## config.mk

```make
export PLATFORM = sky130hd
export DESIGN_NAME = acc_comparator_ctrl
export DESIGN_NICKNAME = d
export VERILOG_FILES = /design/src/acc_pkg.sv /design/src/acc_sync.sv /design/src/acc_edge_detect.sv /design/src/acc_comparator_ctrl.sv
export SDC_FILE = /design/constraint.sdc
export NUM_CORES = 1
export LEC_CHECK = 0
export BUFFER_PORTS_ARGS = -buffer_cell sky130_fd_sc_hd__buf_2
export CORE_MARGIN = 3
export CORE_UTILIZATION = 38
export DETAILED_ROUTE_END_ITERATION = 6
export GPL_TIMING_DRIVEN = 0
export PLACE_DENSITY = 0.77
export SLEW_MARGIN = 20
export SYNTH_ARGS = -nofsm -noshare
export SYNTH_HDL_FRONTEND = slang
export SYNTH_HIERARCHICAL = 1
export SYNTH_SLANG_ARGS = --single-unit
export TNS_END_PERCENT = 10
```

## constraint.sdc

```tcl
create_clock -name ref_clk_in -period 2.9 [get_ports ref_clk_in]
set_clock_uncertainty 0.2 [all_clocks]
set_input_delay 0.29 -clock ref_clk_in [delete_from_list [all_inputs] [get_ports ref_clk_in]]
set_output_delay 0.29 -clock ref_clk_in [all_outputs]
set_load 0.02 [all_outputs]
```

## src/acc_pkg.sv

```systemverilog
package acc_pkg;

    // ---------------------------------------------------------------
    // Register map
    // ---------------------------------------------------------------
    localparam int ACC_ADDR_W = 8;
    localparam int ACC_DATA_W = 8;
    localparam logic [7:0] ACC_OFS_CTRL_STATUS = 8'h00;
    localparam logic [7:0] ACC_OFS_CONV_CTRL_B = 8'h01;
    localparam logic [7:0] ACC_OFS_MUX_CONFIG = 8'h02;
    localparam logic [7:0] ACC_OFS_IRQ_STATUS = 8'h03;
    localparam logic [7:0] ACC_OFS_IRQ_MASK = 8'h04;

    // ---------------------------------------------------------------
    // Control and status field positions, plus the negative mux enable bit
    // ---------------------------------------------------------------
    localparam int ACC_BIT_OFF = 7;
    localparam int ACC_BIT_BANDGAP = 6;
    localparam int ACC_BIT_RESULT = 5;
    localparam int ACC_BIT_FLAG = 4;
    localparam int ACC_BIT_IRQ_EN = 3;
    localparam int ACC_BIT_LINK = 2;
    localparam int ACC_BIT_MODE_HI = 1;
    localparam int ACC_BIT_MODE_LO = 0;
    localparam int ACC_BIT_NEG_MUX = 6;

    // Mux configuration register fields.
    localparam int ACC_BIT_SEL_LO = 0;
    localparam int ACC_BIT_SEL_HI = 3;
    localparam int ACC_BIT_CONV_EN = 4;
    localparam int ACC_BIT_POWER_GATE = 5;

    // Interrupt status bits: mode event and any result change.
    localparam int ACC_IRQ_EVENT = 0;
    localparam int ACC_IRQ_CHANGE = 1;
    localparam int ACC_IRQ_W = 2;

    // ---------------------------------------------------------------
    // Event mode codes and reset values
    // ---------------------------------------------------------------
    localparam logic [1:0] ACC_MODE_TOGGLE = 2'h0;
    localparam logic [1:0] ACC_MODE_RESERVED = 2'h1;
    localparam logic [1:0] ACC_MODE_FALLING = 2'h2;
    localparam logic [1:0] ACC_MODE_RISING = 2'h3;
    localparam logic [7:0] ACC_RST_MUX_CONFIG = 8'h20;
    localparam logic [ACC_IRQ_W-1:0] ACC_RST_IRQ = 2'h0;

    // ---------------------------------------------------------------
    // Carriers
    // ---------------------------------------------------------------
    typedef struct packed {
        logic comparator_off;
        logic bandgap_select;
        logic compare_irq_enable;
        logic capture_link_enable;
        logic [1:0] event_mode;
    } acc_ctrl_t;

    typedef struct packed {
        logic negative_mux_enable;
        logic converter_enable;
        logic converter_power_gate;
        logic channel_select_high;
        logic [2:0] channel_select_low;
    } acc_mux_t;

    localparam acc_ctrl_t ACC_RST_CTRL = '0;

endpackage : acc_pkg

```

## src/acc_sync.sv

```systemverilog
`timescale 1ns/1ps
module acc_sync
    import acc_pkg::*;
(
    // Clock and reset
    input wire logic ref_clk_in,
    input wire logic reset_n_in,
    input wire logic clk_en_in,
    // Level to synchronise
    input wire logic async_in,
    output logic sync_out
);

    logic stage_one;

    // The first stage feeds only the second stage.
    always_ff @(posedge ref_clk_in) begin
        if (!reset_n_in) begin
            stage_one <= 1'b0;
            sync_out <= 1'b0;
        end else if (clk_en_in) begin
            stage_one <= async_in;
            sync_out <= stage_one;
        end
    end

endmodule : acc_sync

```

## src/acc_edge_detect.sv

```systemverilog
`timescale 1ns/1ps
module acc_edge_detect
    import acc_pkg::*;
(
    // Clock and reset
    input wire logic ref_clk_in,
    input wire logic reset_n_in,
    input wire logic clk_en_in,
    // Synchronised level and mode
    input wire logic level_in,
    input wire logic [1:0] mode_in,
    // Detected events
    output logic event_out,
    output logic change_out
);

    logic prev_level;

    always_ff @(posedge ref_clk_in) begin
        if (!reset_n_in) begin
            prev_level <= 1'b0;
        end else if (clk_en_in) begin
            prev_level <= level_in;
        end
    end

    wire rise = level_in & ~prev_level;
    wire fall = ~level_in & prev_level;

    assign change_out = rise | fall;

    assign event_out = (mode_in == ACC_MODE_TOGGLE) ? change_out :
                       (mode_in == ACC_MODE_FALLING) ? fall :
                       (mode_in == ACC_MODE_RISING) ? rise : 1'b0;

endmodule : acc_edge_detect

```

## src/acc_comparator_ctrl.sv

```systemverilog
//
// Summary of operation
// - Result is high when selected positive input exceeds selected negative input.
// - Negative mux enabled and converter off: channel code picks channel 0 to 15.
// - Mux disabled or converter enabled: dedicated negative pin is used.
// - Converter power gate set makes the channel mux unavailable.
// - Writing comparator-off one switches comparator off; writable anytime.
// - Bandgap select picks bandgap reference, else the positive pin.
// - Result bit is synchronised, one to two cycles of latency.
// - Event flag sets when a transition matches the event mode.
// - Flag clears on vector taken or on writing one.
// - Request raised only with flag, enable and global enable all set.
// - Capture link routes result to the timer capture front end.
// - Mode: 00 toggle, 01 reserved, 10 falling, 11 rising.
//
// Implementation choices: the strobed register port and the register offsets.
`timescale 1ns/1ps
module acc_comparator_ctrl
    import acc_pkg::*;
#(
    parameter int VOLT_W = 10,
    parameter int NUM_CHANNELS = 16,
    parameter logic [VOLT_W-1:0] BANDGAP_LEVEL = 10'h200
) (
    // Clock, reset and enable
    input wire logic ref_clk_in,
    input wire logic reset_n_in,
    input wire logic clk_en_in,
    // Register port
    input wire logic [ACC_ADDR_W-1:0] reg_addr_in,
    input wire logic [ACC_DATA_W-1:0] reg_wdata_in,
    input wire logic reg_write_in,
    input wire logic reg_read_in,
    output logic [ACC_DATA_W-1:0] reg_rdata_out,
    // Sampled analog levels
    input wire logic [VOLT_W-1:0] positive_input_pin_in,
    input wire logic [VOLT_W-1:0] negative_input_pin_in,
    input wire logic [NUM_CHANNELS*VOLT_W-1:0] converter_channel_inputs_in,
    // Processor interrupt interface
    input wire logic global_irq_enable_in,
    input wire logic vector_taken_in,
    output logic compare_irq_out,
    output logic irq_out,
    // Timer capture front end
    output logic capture_trigger_out
);

    // ---------------------------------------------------------------
    // Registers
    // ---------------------------------------------------------------
    acc_ctrl_t ctrl;
    acc_mux_t mux;
    logic compare_event_flag;
    logic [ACC_IRQ_W-1:0] irq_status;
    logic [ACC_IRQ_W-1:0] irq_mask;

    // ---------------------------------------------------------------
    // Address decode
    // ---------------------------------------------------------------
    wire hit_ctrl = reg_addr_in == ACC_OFS_CTRL_STATUS;
    wire hit_convb = reg_addr_in == ACC_OFS_CONV_CTRL_B;
    wire hit_muxc = reg_addr_in == ACC_OFS_MUX_CONFIG;
    wire hit_status = reg_addr_in == ACC_OFS_IRQ_STATUS;
    wire hit_mask = reg_addr_in == ACC_OFS_IRQ_MASK;
    wire wr_ctrl = reg_write_in & hit_ctrl;
    wire wr_convb = reg_write_in & hit_convb;
    wire wr_muxc = reg_write_in & hit_muxc;
    wire wr_status = reg_write_in & hit_status;
    wire wr_mask = reg_write_in & hit_mask;

    // ---------------------------------------------------------------
    // Input selection and comparison
    // ---------------------------------------------------------------
    wire [3:0] channel_code = {mux.channel_select_high, mux.channel_select_low};
    wire use_channel = mux.negative_mux_enable & ~mux.converter_enable &
                       ~mux.converter_power_gate;
    wire [VOLT_W-1:0] channel_level =
        converter_channel_inputs_in[channel_code*VOLT_W +: VOLT_W];
    wire [VOLT_W-1:0] negative_level = use_channel ? channel_level : negative_input_pin_in;
    wire [VOLT_W-1:0] positive_level = ctrl.bandgap_select ? BANDGAP_LEVEL :
                                       positive_input_pin_in;
    wire raw_compare = ~ctrl.comparator_off & (positive_level > negative_level);

    // ---------------------------------------------------------------
    // Synchronisation and event detection
    // ---------------------------------------------------------------
    logic compare_result;
    logic mode_event;
    logic result_change;

    acc_sync u_sync (
        .ref_clk_in(ref_clk_in),
        .reset_n_in(reset_n_in),
        .clk_en_in(clk_en_in),
        .async_in(raw_compare),
        .sync_out(compare_result)
    );

    acc_edge_detect u_edge (
        .ref_clk_in(ref_clk_in),
        .reset_n_in(reset_n_in),
        .clk_en_in(clk_en_in),
        .level_in(compare_result),
        .mode_in(ctrl.event_mode),
        .event_out(mode_event),
        .change_out(result_change)
    );

    // ---------------------------------------------------------------
    // Next values
    // ---------------------------------------------------------------
    wire flag_clear = (wr_ctrl & reg_wdata_in[ACC_BIT_FLAG]) | vector_taken_in;
    // Clear on vector or write one; a same-cycle set wins.
    wire next_flag = mode_event | (compare_event_flag & ~flag_clear);

    wire [ACC_IRQ_W-1:0] irq_events = {result_change, mode_event};
    wire [ACC_IRQ_W-1:0] irq_clear = wr_status ? reg_wdata_in[ACC_IRQ_W-1:0] : ACC_RST_IRQ;
    // Status bits are sticky; a new event beats a write-one clear.
    wire [ACC_IRQ_W-1:0] next_irq_status = irq_events | (irq_status & ~irq_clear);

    // Request needs flag and both enables.
    wire next_compare_irq = next_flag & ctrl.compare_irq_enable & global_irq_enable_in &
                            ~(wr_ctrl & ~reg_wdata_in[ACC_BIT_IRQ_EN]);
    wire next_irq = |(next_irq_status & irq_mask);
    wire next_capture = ctrl.capture_link_enable & compare_result;

    wire [7:0] ctrl_read = {ctrl.comparator_off, ctrl.bandgap_select, compare_result,
                            compare_event_flag, ctrl.compare_irq_enable,
                            ctrl.capture_link_enable, ctrl.event_mode};
    wire [7:0] convb_read = {1'b0, mux.negative_mux_enable, 6'h00};
    wire [7:0] muxc_read = {2'h0, mux.converter_power_gate, mux.converter_enable,
                            mux.channel_select_high, mux.channel_select_low};
    wire [7:0] next_rdata = hit_ctrl ? ctrl_read :
                            hit_convb ? convb_read :
                            hit_muxc ? muxc_read :
                            hit_status ? {6'h00, irq_status} :
                            hit_mask ? {6'h00, irq_mask} : 8'h00;

    // ---------------------------------------------------------------
    // Control registers
    // ---------------------------------------------------------------
    always_ff @(posedge ref_clk_in) begin
        if (!reset_n_in) begin
            ctrl <= ACC_RST_CTRL;
        end else if (clk_en_in && wr_ctrl) begin
            ctrl.comparator_off <= reg_wdata_in[ACC_BIT_OFF];
            ctrl.bandgap_select <= reg_wdata_in[ACC_BIT_BANDGAP];
            ctrl.compare_irq_enable <= reg_wdata_in[ACC_BIT_IRQ_EN];
            ctrl.capture_link_enable <= reg_wdata_in[ACC_BIT_LINK];
            ctrl.event_mode <= reg_wdata_in[ACC_BIT_MODE_HI:ACC_BIT_MODE_LO];
        end
    end

    // The power gate comes out of reset set, so the mux is unusable until cleared.
    // Both mux registers live in one struct, so one process owns all of its fields.
    always_ff @(posedge ref_clk_in) begin
        if (!reset_n_in) begin
            mux.negative_mux_enable <= 1'b0;
            mux.converter_power_gate <= ACC_RST_MUX_CONFIG[ACC_BIT_POWER_GATE];
            mux.converter_enable <= ACC_RST_MUX_CONFIG[ACC_BIT_CONV_EN];
            mux.channel_select_high <= ACC_RST_MUX_CONFIG[ACC_BIT_SEL_HI];
            mux.channel_select_low <= ACC_RST_MUX_CONFIG[ACC_BIT_SEL_LO +: 3];
        end else if (clk_en_in) begin
            if (wr_convb) begin
                mux.negative_mux_enable <= reg_wdata_in[ACC_BIT_NEG_MUX];
            end
            if (wr_muxc) begin
                mux.converter_power_gate <= reg_wdata_in[ACC_BIT_POWER_GATE];
                mux.converter_enable <= reg_wdata_in[ACC_BIT_CONV_EN];
                mux.channel_select_high <= reg_wdata_in[ACC_BIT_SEL_HI];
                mux.channel_select_low <= reg_wdata_in[ACC_BIT_SEL_LO +: 3];
            end
        end
    end

    always_ff @(posedge ref_clk_in) begin
        if (!reset_n_in) begin
            irq_mask <= ACC_RST_IRQ;
        end else if (clk_en_in && wr_mask) begin
            irq_mask <= reg_wdata_in[ACC_IRQ_W-1:0];
        end
    end

    // ---------------------------------------------------------------
    // Flags, outputs and read data
    // ---------------------------------------------------------------
    always_ff @(posedge ref_clk_in) begin
        if (!reset_n_in) begin
            compare_event_flag <= 1'b0;
            irq_status <= ACC_RST_IRQ;
            compare_irq_out <= 1'b0;
            irq_out <= 1'b0;
            capture_trigger_out <= 1'b0;
            reg_rdata_out <= 8'h00;
        end else if (clk_en_in) begin
            compare_event_flag <= next_flag;
            irq_status <= next_irq_status;
            compare_irq_out <= next_compare_irq;
            irq_out <= next_irq;
            capture_trigger_out <= next_capture;
            reg_rdata_out <= reg_read_in ? next_rdata : 8'h00;
        end
    end

endmodule : acc_comparator_ctrl

```

# Word-level counts from Yosys, hierarchy flattened
# Index checks and enable logic that the tools add are counted.
word_totals:
  reg_bits: 32
  latchBits: 0
  ram_bits: 0
  mem_bits_ro: 0
  inputBits: 203
  out_inout_bits: 11
  elab_cells: 80
  mem_count: 0
op_classes:
  addsub: 0
  n_mul: 1
  n_div: 0
  n_lt_le_gt_ge: 1
  eq_ne: 6
  shifts: 1
  mux: 12
  bitwise: 32
  reduce_logical: 7
op_table:
  columns: ["operator", "count"]
  rows:
  - ["160-bit by 9-bit variable part select with 10-bit output", 1]
  - ["10-bit two-way mux", 2]
  - ["1-bit AND", 17]
  - ["8-bit by 2-bit == test with 1-bit output (second input constant)", 2]
  - ["8-bit two-way mux", 2]
  - ["10-bit greater-than comparator", 1]
  - ["8-bit by 1-bit == test with 1-bit output (second input constant)", 1]
  - ["8-bit by 3-bit == test with 1-bit output (second input constant)", 1]
  - ["8-bit zero test", 1]
  - ["1-bit NOT", 8]
  - ["4-bit by 3-bit multiplier with 7-bit output (second input constant)", 1]
  - ["7-bit two-way mux", 1]
  - ["2-bit two-way mux", 3]
  - ["6-bit two-way mux", 1]
  - ["2-bit AND", 2]
  - ["2-bit == test (second input constant)", 2]
  - ["2-bit AND reduction", 2]
  - ["1-bit two-way mux", 3]
  - ["1-bit OR", 3]
  - ["1-bit logical AND", 2]
  - ["2-bit zero test", 1]
  - ["2-bit NOT", 1]
  - ["2-bit OR", 1]
  - ["2-bit OR reduction", 1]

# Depth between registers and ports, before layout
depth:
  word_depth: 10
  depth_mapped: 14

# By module
# The synthesis kept the hierarchy.
modules_own_cells:
  columns: ["mod", "instances", "cells_each", "area_per_inst_um2", "seq_area_each_um2"]
  rows:
  - ["acc_comparator_ctrl", 1, 293, 2956.6, 580.6]
  - ["acc_edge_detect", 1, 11, 96.3, 20.0]
  - ["acc_sync", 1, 6, 72.6, 40.0]

# Worst setup path after synthesis
# No wires, ideal clock.
synth_timing:
  path_type: "register to register"
  from: "register mux, in the netlist channel_code[0]"
  to: "register u_sync.stage_one"
  setup_ps: 116
  arrival_ps: 2724
  t_required_ps: 2584
  path_slack_ps: -140
  stages_incl_launch_ff: 13
  n_path_buf: 1
  synth_period_minus_slack_ps: 3040
  cell_sequence: "dfxtp_1 buf_2 mux4_2 mux2i_1 o22ai_1 a21oi_1 ha_1 a21o_1 a221o_1 a221oi_1 a311oi_1 mux2i_1 nor2b_1"
synth_between:
  elab_chain_cells: 5
synth_lines:
  columns: ["element", "line", "rtl"]
  rows:
  - ["start, declared", "acc_comparator_ctrl.sv:52", "acc_mux_t mux;"]
  - ["4-bit by 3-bit multiplier with 7-bit output", "acc_comparator_ctrl.sv:78", "converter_channel_inputs_in[channel_code*VOLT_W +: VOLT_W];"]
  - ["160-bit by 9-bit variable part select with 10-bit output", "acc_comparator_ctrl.sv:78", null]
  - ["10-bit two-way mux", "acc_comparator_ctrl.sv:79", "wire [VOLT_W-1:0] negative_level = use_channel ? channel_level : negative_input_pin_in;"]
  - ["10-bit greater-than comparator", "acc_comparator_ctrl.sv:82", "wire raw_compare = ~ctrl.comparator_off & (positive_level > negative_level);"]
  - ["1-bit AND", "acc_comparator_ctrl.sv:82", null]
  - ["via raw_compare", "acc_comparator_ctrl.sv:82", null]
  - ["end signal, assigned", "acc_sync.sv:22", "stage_one <= async_in;"]
  - ["end, declared", "acc_sync.sv:14", "logic stage_one;"]
# The timed path passes the listed nets, and every way through them passes these cells.
# A chain may end at the register's enable or synchronous reset.

# Final worst setup path
# Same ends and word-level chain as after synthesis.

==> run metrics <==
Cell Area, Synth 3130 µm²; area occupied by multi-input gates 2360 µm²; Mapped Nets 525; post-route ant nets 0; Post-Syn Area per Cell 10.1 µm²; Critical Path RT 2.89 ns; Cell variety after synth 41; crit start category register; First DRT Iteration DRCs 260; die area 9350 µm²; GRT Resource Usage Total 26.4%; Core ar. 7850 µm²; Layout area overhead 49.6%; status complete, but fails checks; failing checks setup timing; WP data arrival 3.13 ns; wire per inst 19.6 µm; fin area 4680 µm²; TritonCTS clock tree yes; CTS Buf Count 5; post-route setup slack -0.246 ns; DR pass1 iterations 4; largest net degree at the start of global routing 11; RSZ-0062 raised after global routing yes; # IOs 214; dpl hpwl 10500 µm; Int Power 878 µW; Chip Height 96.7 µm; initial antenna violation count 2; worst skew pair latency 0.29 ns; Worst Tran Pin Value 0.644 ns; Final Slew Violations 0; Hold Fails Final Rpt 0; worst path cell trace buf_12, mux4_2, mux2i_2, o22ai_2, a21oi_2, ha_1, and3_1, a221o_1, a221oi_2, a311oi_1, mux2i_1, nor2b_1; vias in the first global route 3768; crit end category register; PwrDens 252 nW/µm²; Sequential Power Share 37.8%; switching pwr 302 µW; leakage 2.06 nW; clk buf depth 2; Die W 96.7 µm; Fillers 728; Root Buffer clkbuf_8; CP max-delay cell mux4_2; Std-Cell Rows 32; Hold Buf Count CTS 0; CTS sink cnt 32; register area share after synthesis 20.5%; Tot Pwr 1.18 mW; gr ovfl total 0; CP Class reg -> reg; FF+latch count, synth 32; first-pass GRT wire length 19600 µm; Setup TNS Final -0.246 ns; Clk network pwr share 36.2%; Util after Layout 59.6%; CTS clock-pin slew for the worst setup and hold paths 0.07 ns; starting density of the core 39.8%; Area after DPL 4360 µm²; Slew Limit Headroom 56.7%; layout cells sized above 1 56.2%; H-tree level count 2; total DRC errors in the routed layout 0; # setup viols final 1; routability cong. 0.926; Register Area 644 µm²; f_max 318 MHz; top cell family by delay on the critical path compound AO/OA/AOI/OAI gates; synth warn 6; Max FO, Critical Path 7; port bufs 211; VDD IR max 0.168 mV; total wire length 12700 µm; Combinational Power Share 26.0%; CP max stage delay 0.52 ns; period utilization 108%; Sw Ratio 25.6%; CP bufs+invs 1; Post-Syn Instances 310; via count 3635; Nets 755; Period minus WS final 3.15 ns; Max Cap Viol 0; number of vias per cell 5.64; Tightest Hold Check Type in -> reg
## synth_stat cells (all sizes together)
cell type   n  area share, %
or3b        1           0.28
a21o        3           0.72
nand4       7            1.4
nor3        2           0.32
a211oi      1           0.24
a21boi      3           0.72
o41ai       1           0.28
dfxtp      32             20
a221oi      1           0.28
mux4       40             29
or2         3           0.60
ha         12            4.8
a31oi       1           0.20
a22o        2           0.56
a221o       2           0.64
a21oi      13            2.1
nand2      17            2.0
nor2       10            1.2
clkbuf     10            1.2
nor3b       5            1.2
and2        5            1.0
a22oi       1           0.24
a311oi      1           0.28
nor4b       3            1.3
mux2        2           0.72
inv        10            1.2
o22ai      12            2.4
nor2b      13            2.6
and3        3           0.60
nand2b      5            1.0
o21ai      21            3.4
buf        15            3.4
a2bb2oi     1           0.28
and4        1           0.28
nand4b      1           0.28
nand3      19            3.0
mux2i      31            9.9
## stage by stage
stage               worst slack, ns  hold slack [ns]  cells
finish                       -0.246           0.0278    644
global placement             -0.317            0.241    623
detailed placement           -0.377            0.256    623
global route                 -0.374           0.0383    643
CTS                          -0.228           0.0299    641
floorplan                    0.0149            0.215    310
## final timing paths
kind / start / end / slack [ns] / cells past startpoint
setup reg to reg: channel_code[0]$_SDFFE_PN0P_ / u_sync/stage_one$_SDFFE_PN0P_ / -0.25 / 12
hold / removal: reg_wdata_in[5] / mux[4]$_SDFFE_PN1P_ / 0.03 / 3
hold reg to reg: compare_irq_out$_SDFFE_PN0P_ / compare_irq_out$_SDFFE_PN0P_ / 0.27 / 2
setup / recovery: channel_code[0]$_SDFFE_PN0P_ / u_sync/stage_one$_SDFFE_PN0P_ / -0.25 / 12
## repair_timing
| item | CTS | global route |
|---|---|---|
| setup endpoints to repair | 1 | 1 |
| buffers inserted | 11 | 2 |
| pin swaps | 1 | 1 |
| gates resized for setup | 22 | 4 |
| gates cloned | 0 | 0 |
## layout by cell type (no fill, tap or decap), types with 7 or more instances in the layout
| cell type | instances |
|---|---|
| nand2_1 | 17 |
| buf_2 | 213 |
| dfxtp_1 | 31 |
| nor2b_1 | 13 |
| buf_4 | 14 |
| clkbuf_1 | 10 |
| o21ai_0 | 21 |
| o22ai_1 | 9 |
| mux2i_1 | 26 |
| inv_1 | 10 |
| nand3_1 | 19 |
| nor2_1 | 10 |
| mux4_2 | 40 |
| a21oi_1 | 11 |
| nand4_1 | 7 |
| ha_1 | 12 |
## worst reg2reg max path: cells and delay by family, from the launching register on
kind | cells | cell delay (ns)
compound gates | 5 | 0.93
mux | 3 | 0.86
simple gates | 2 | 0.26
buf+inv | 1 | 0.15
flops | 1 | 0.39
fa+ha+maj | 1 | 0.25
## power groups by stage
stage               combinational [mW]  clock [mW]  sequential (mW)
floorplan                        0.124           0            0.455
global placement                 0.285           0            0.456
detailed placement               0.293           0            0.456
CTS                              0.300       0.429            0.445
global route                     0.332       0.457            0.446
finish                           0.307       0.427            0.446
## logic make-up after synthesis
kind of cell	count (synthesis)	synth area share [%]
and+or+nand+nor	95	17.2
adders and majority gates	12	4.80
DFF	32	20.5
AOI/OAI and AO/OA	63	12.3
buffers and inverters	35	5.76
muxes	73	39.5
## sequential cells by signal (all words and copies together), names as in the netlist, 2 cells and up
signal and flops:
channel_code 4, ctrl 6, irq_mask 2, reg_rdata_out 8
mux 2, irq_status 2
## final cells by class
class	count	area share, %
multi-input cells	243	50.4
diodes	1	0.0535
clock buffers	6	1.55
flip-flops and latches	32	13.8
repair buffers	224	24.9
well taps	102	2.73
plain buffers	24	4.98
clock inverters	2	0.749
inverters	10	0.803
## routing by layer
metal	wire [µm]	share of wire, %	track usage, %
met4	214	1.7	5.29
met3	1320	10	7.07
met1	5060	40	35.2
met5	36	0.28	0
met2	6020	48	43.3
No activity file was read; power rests on OpenSTA's default activity.
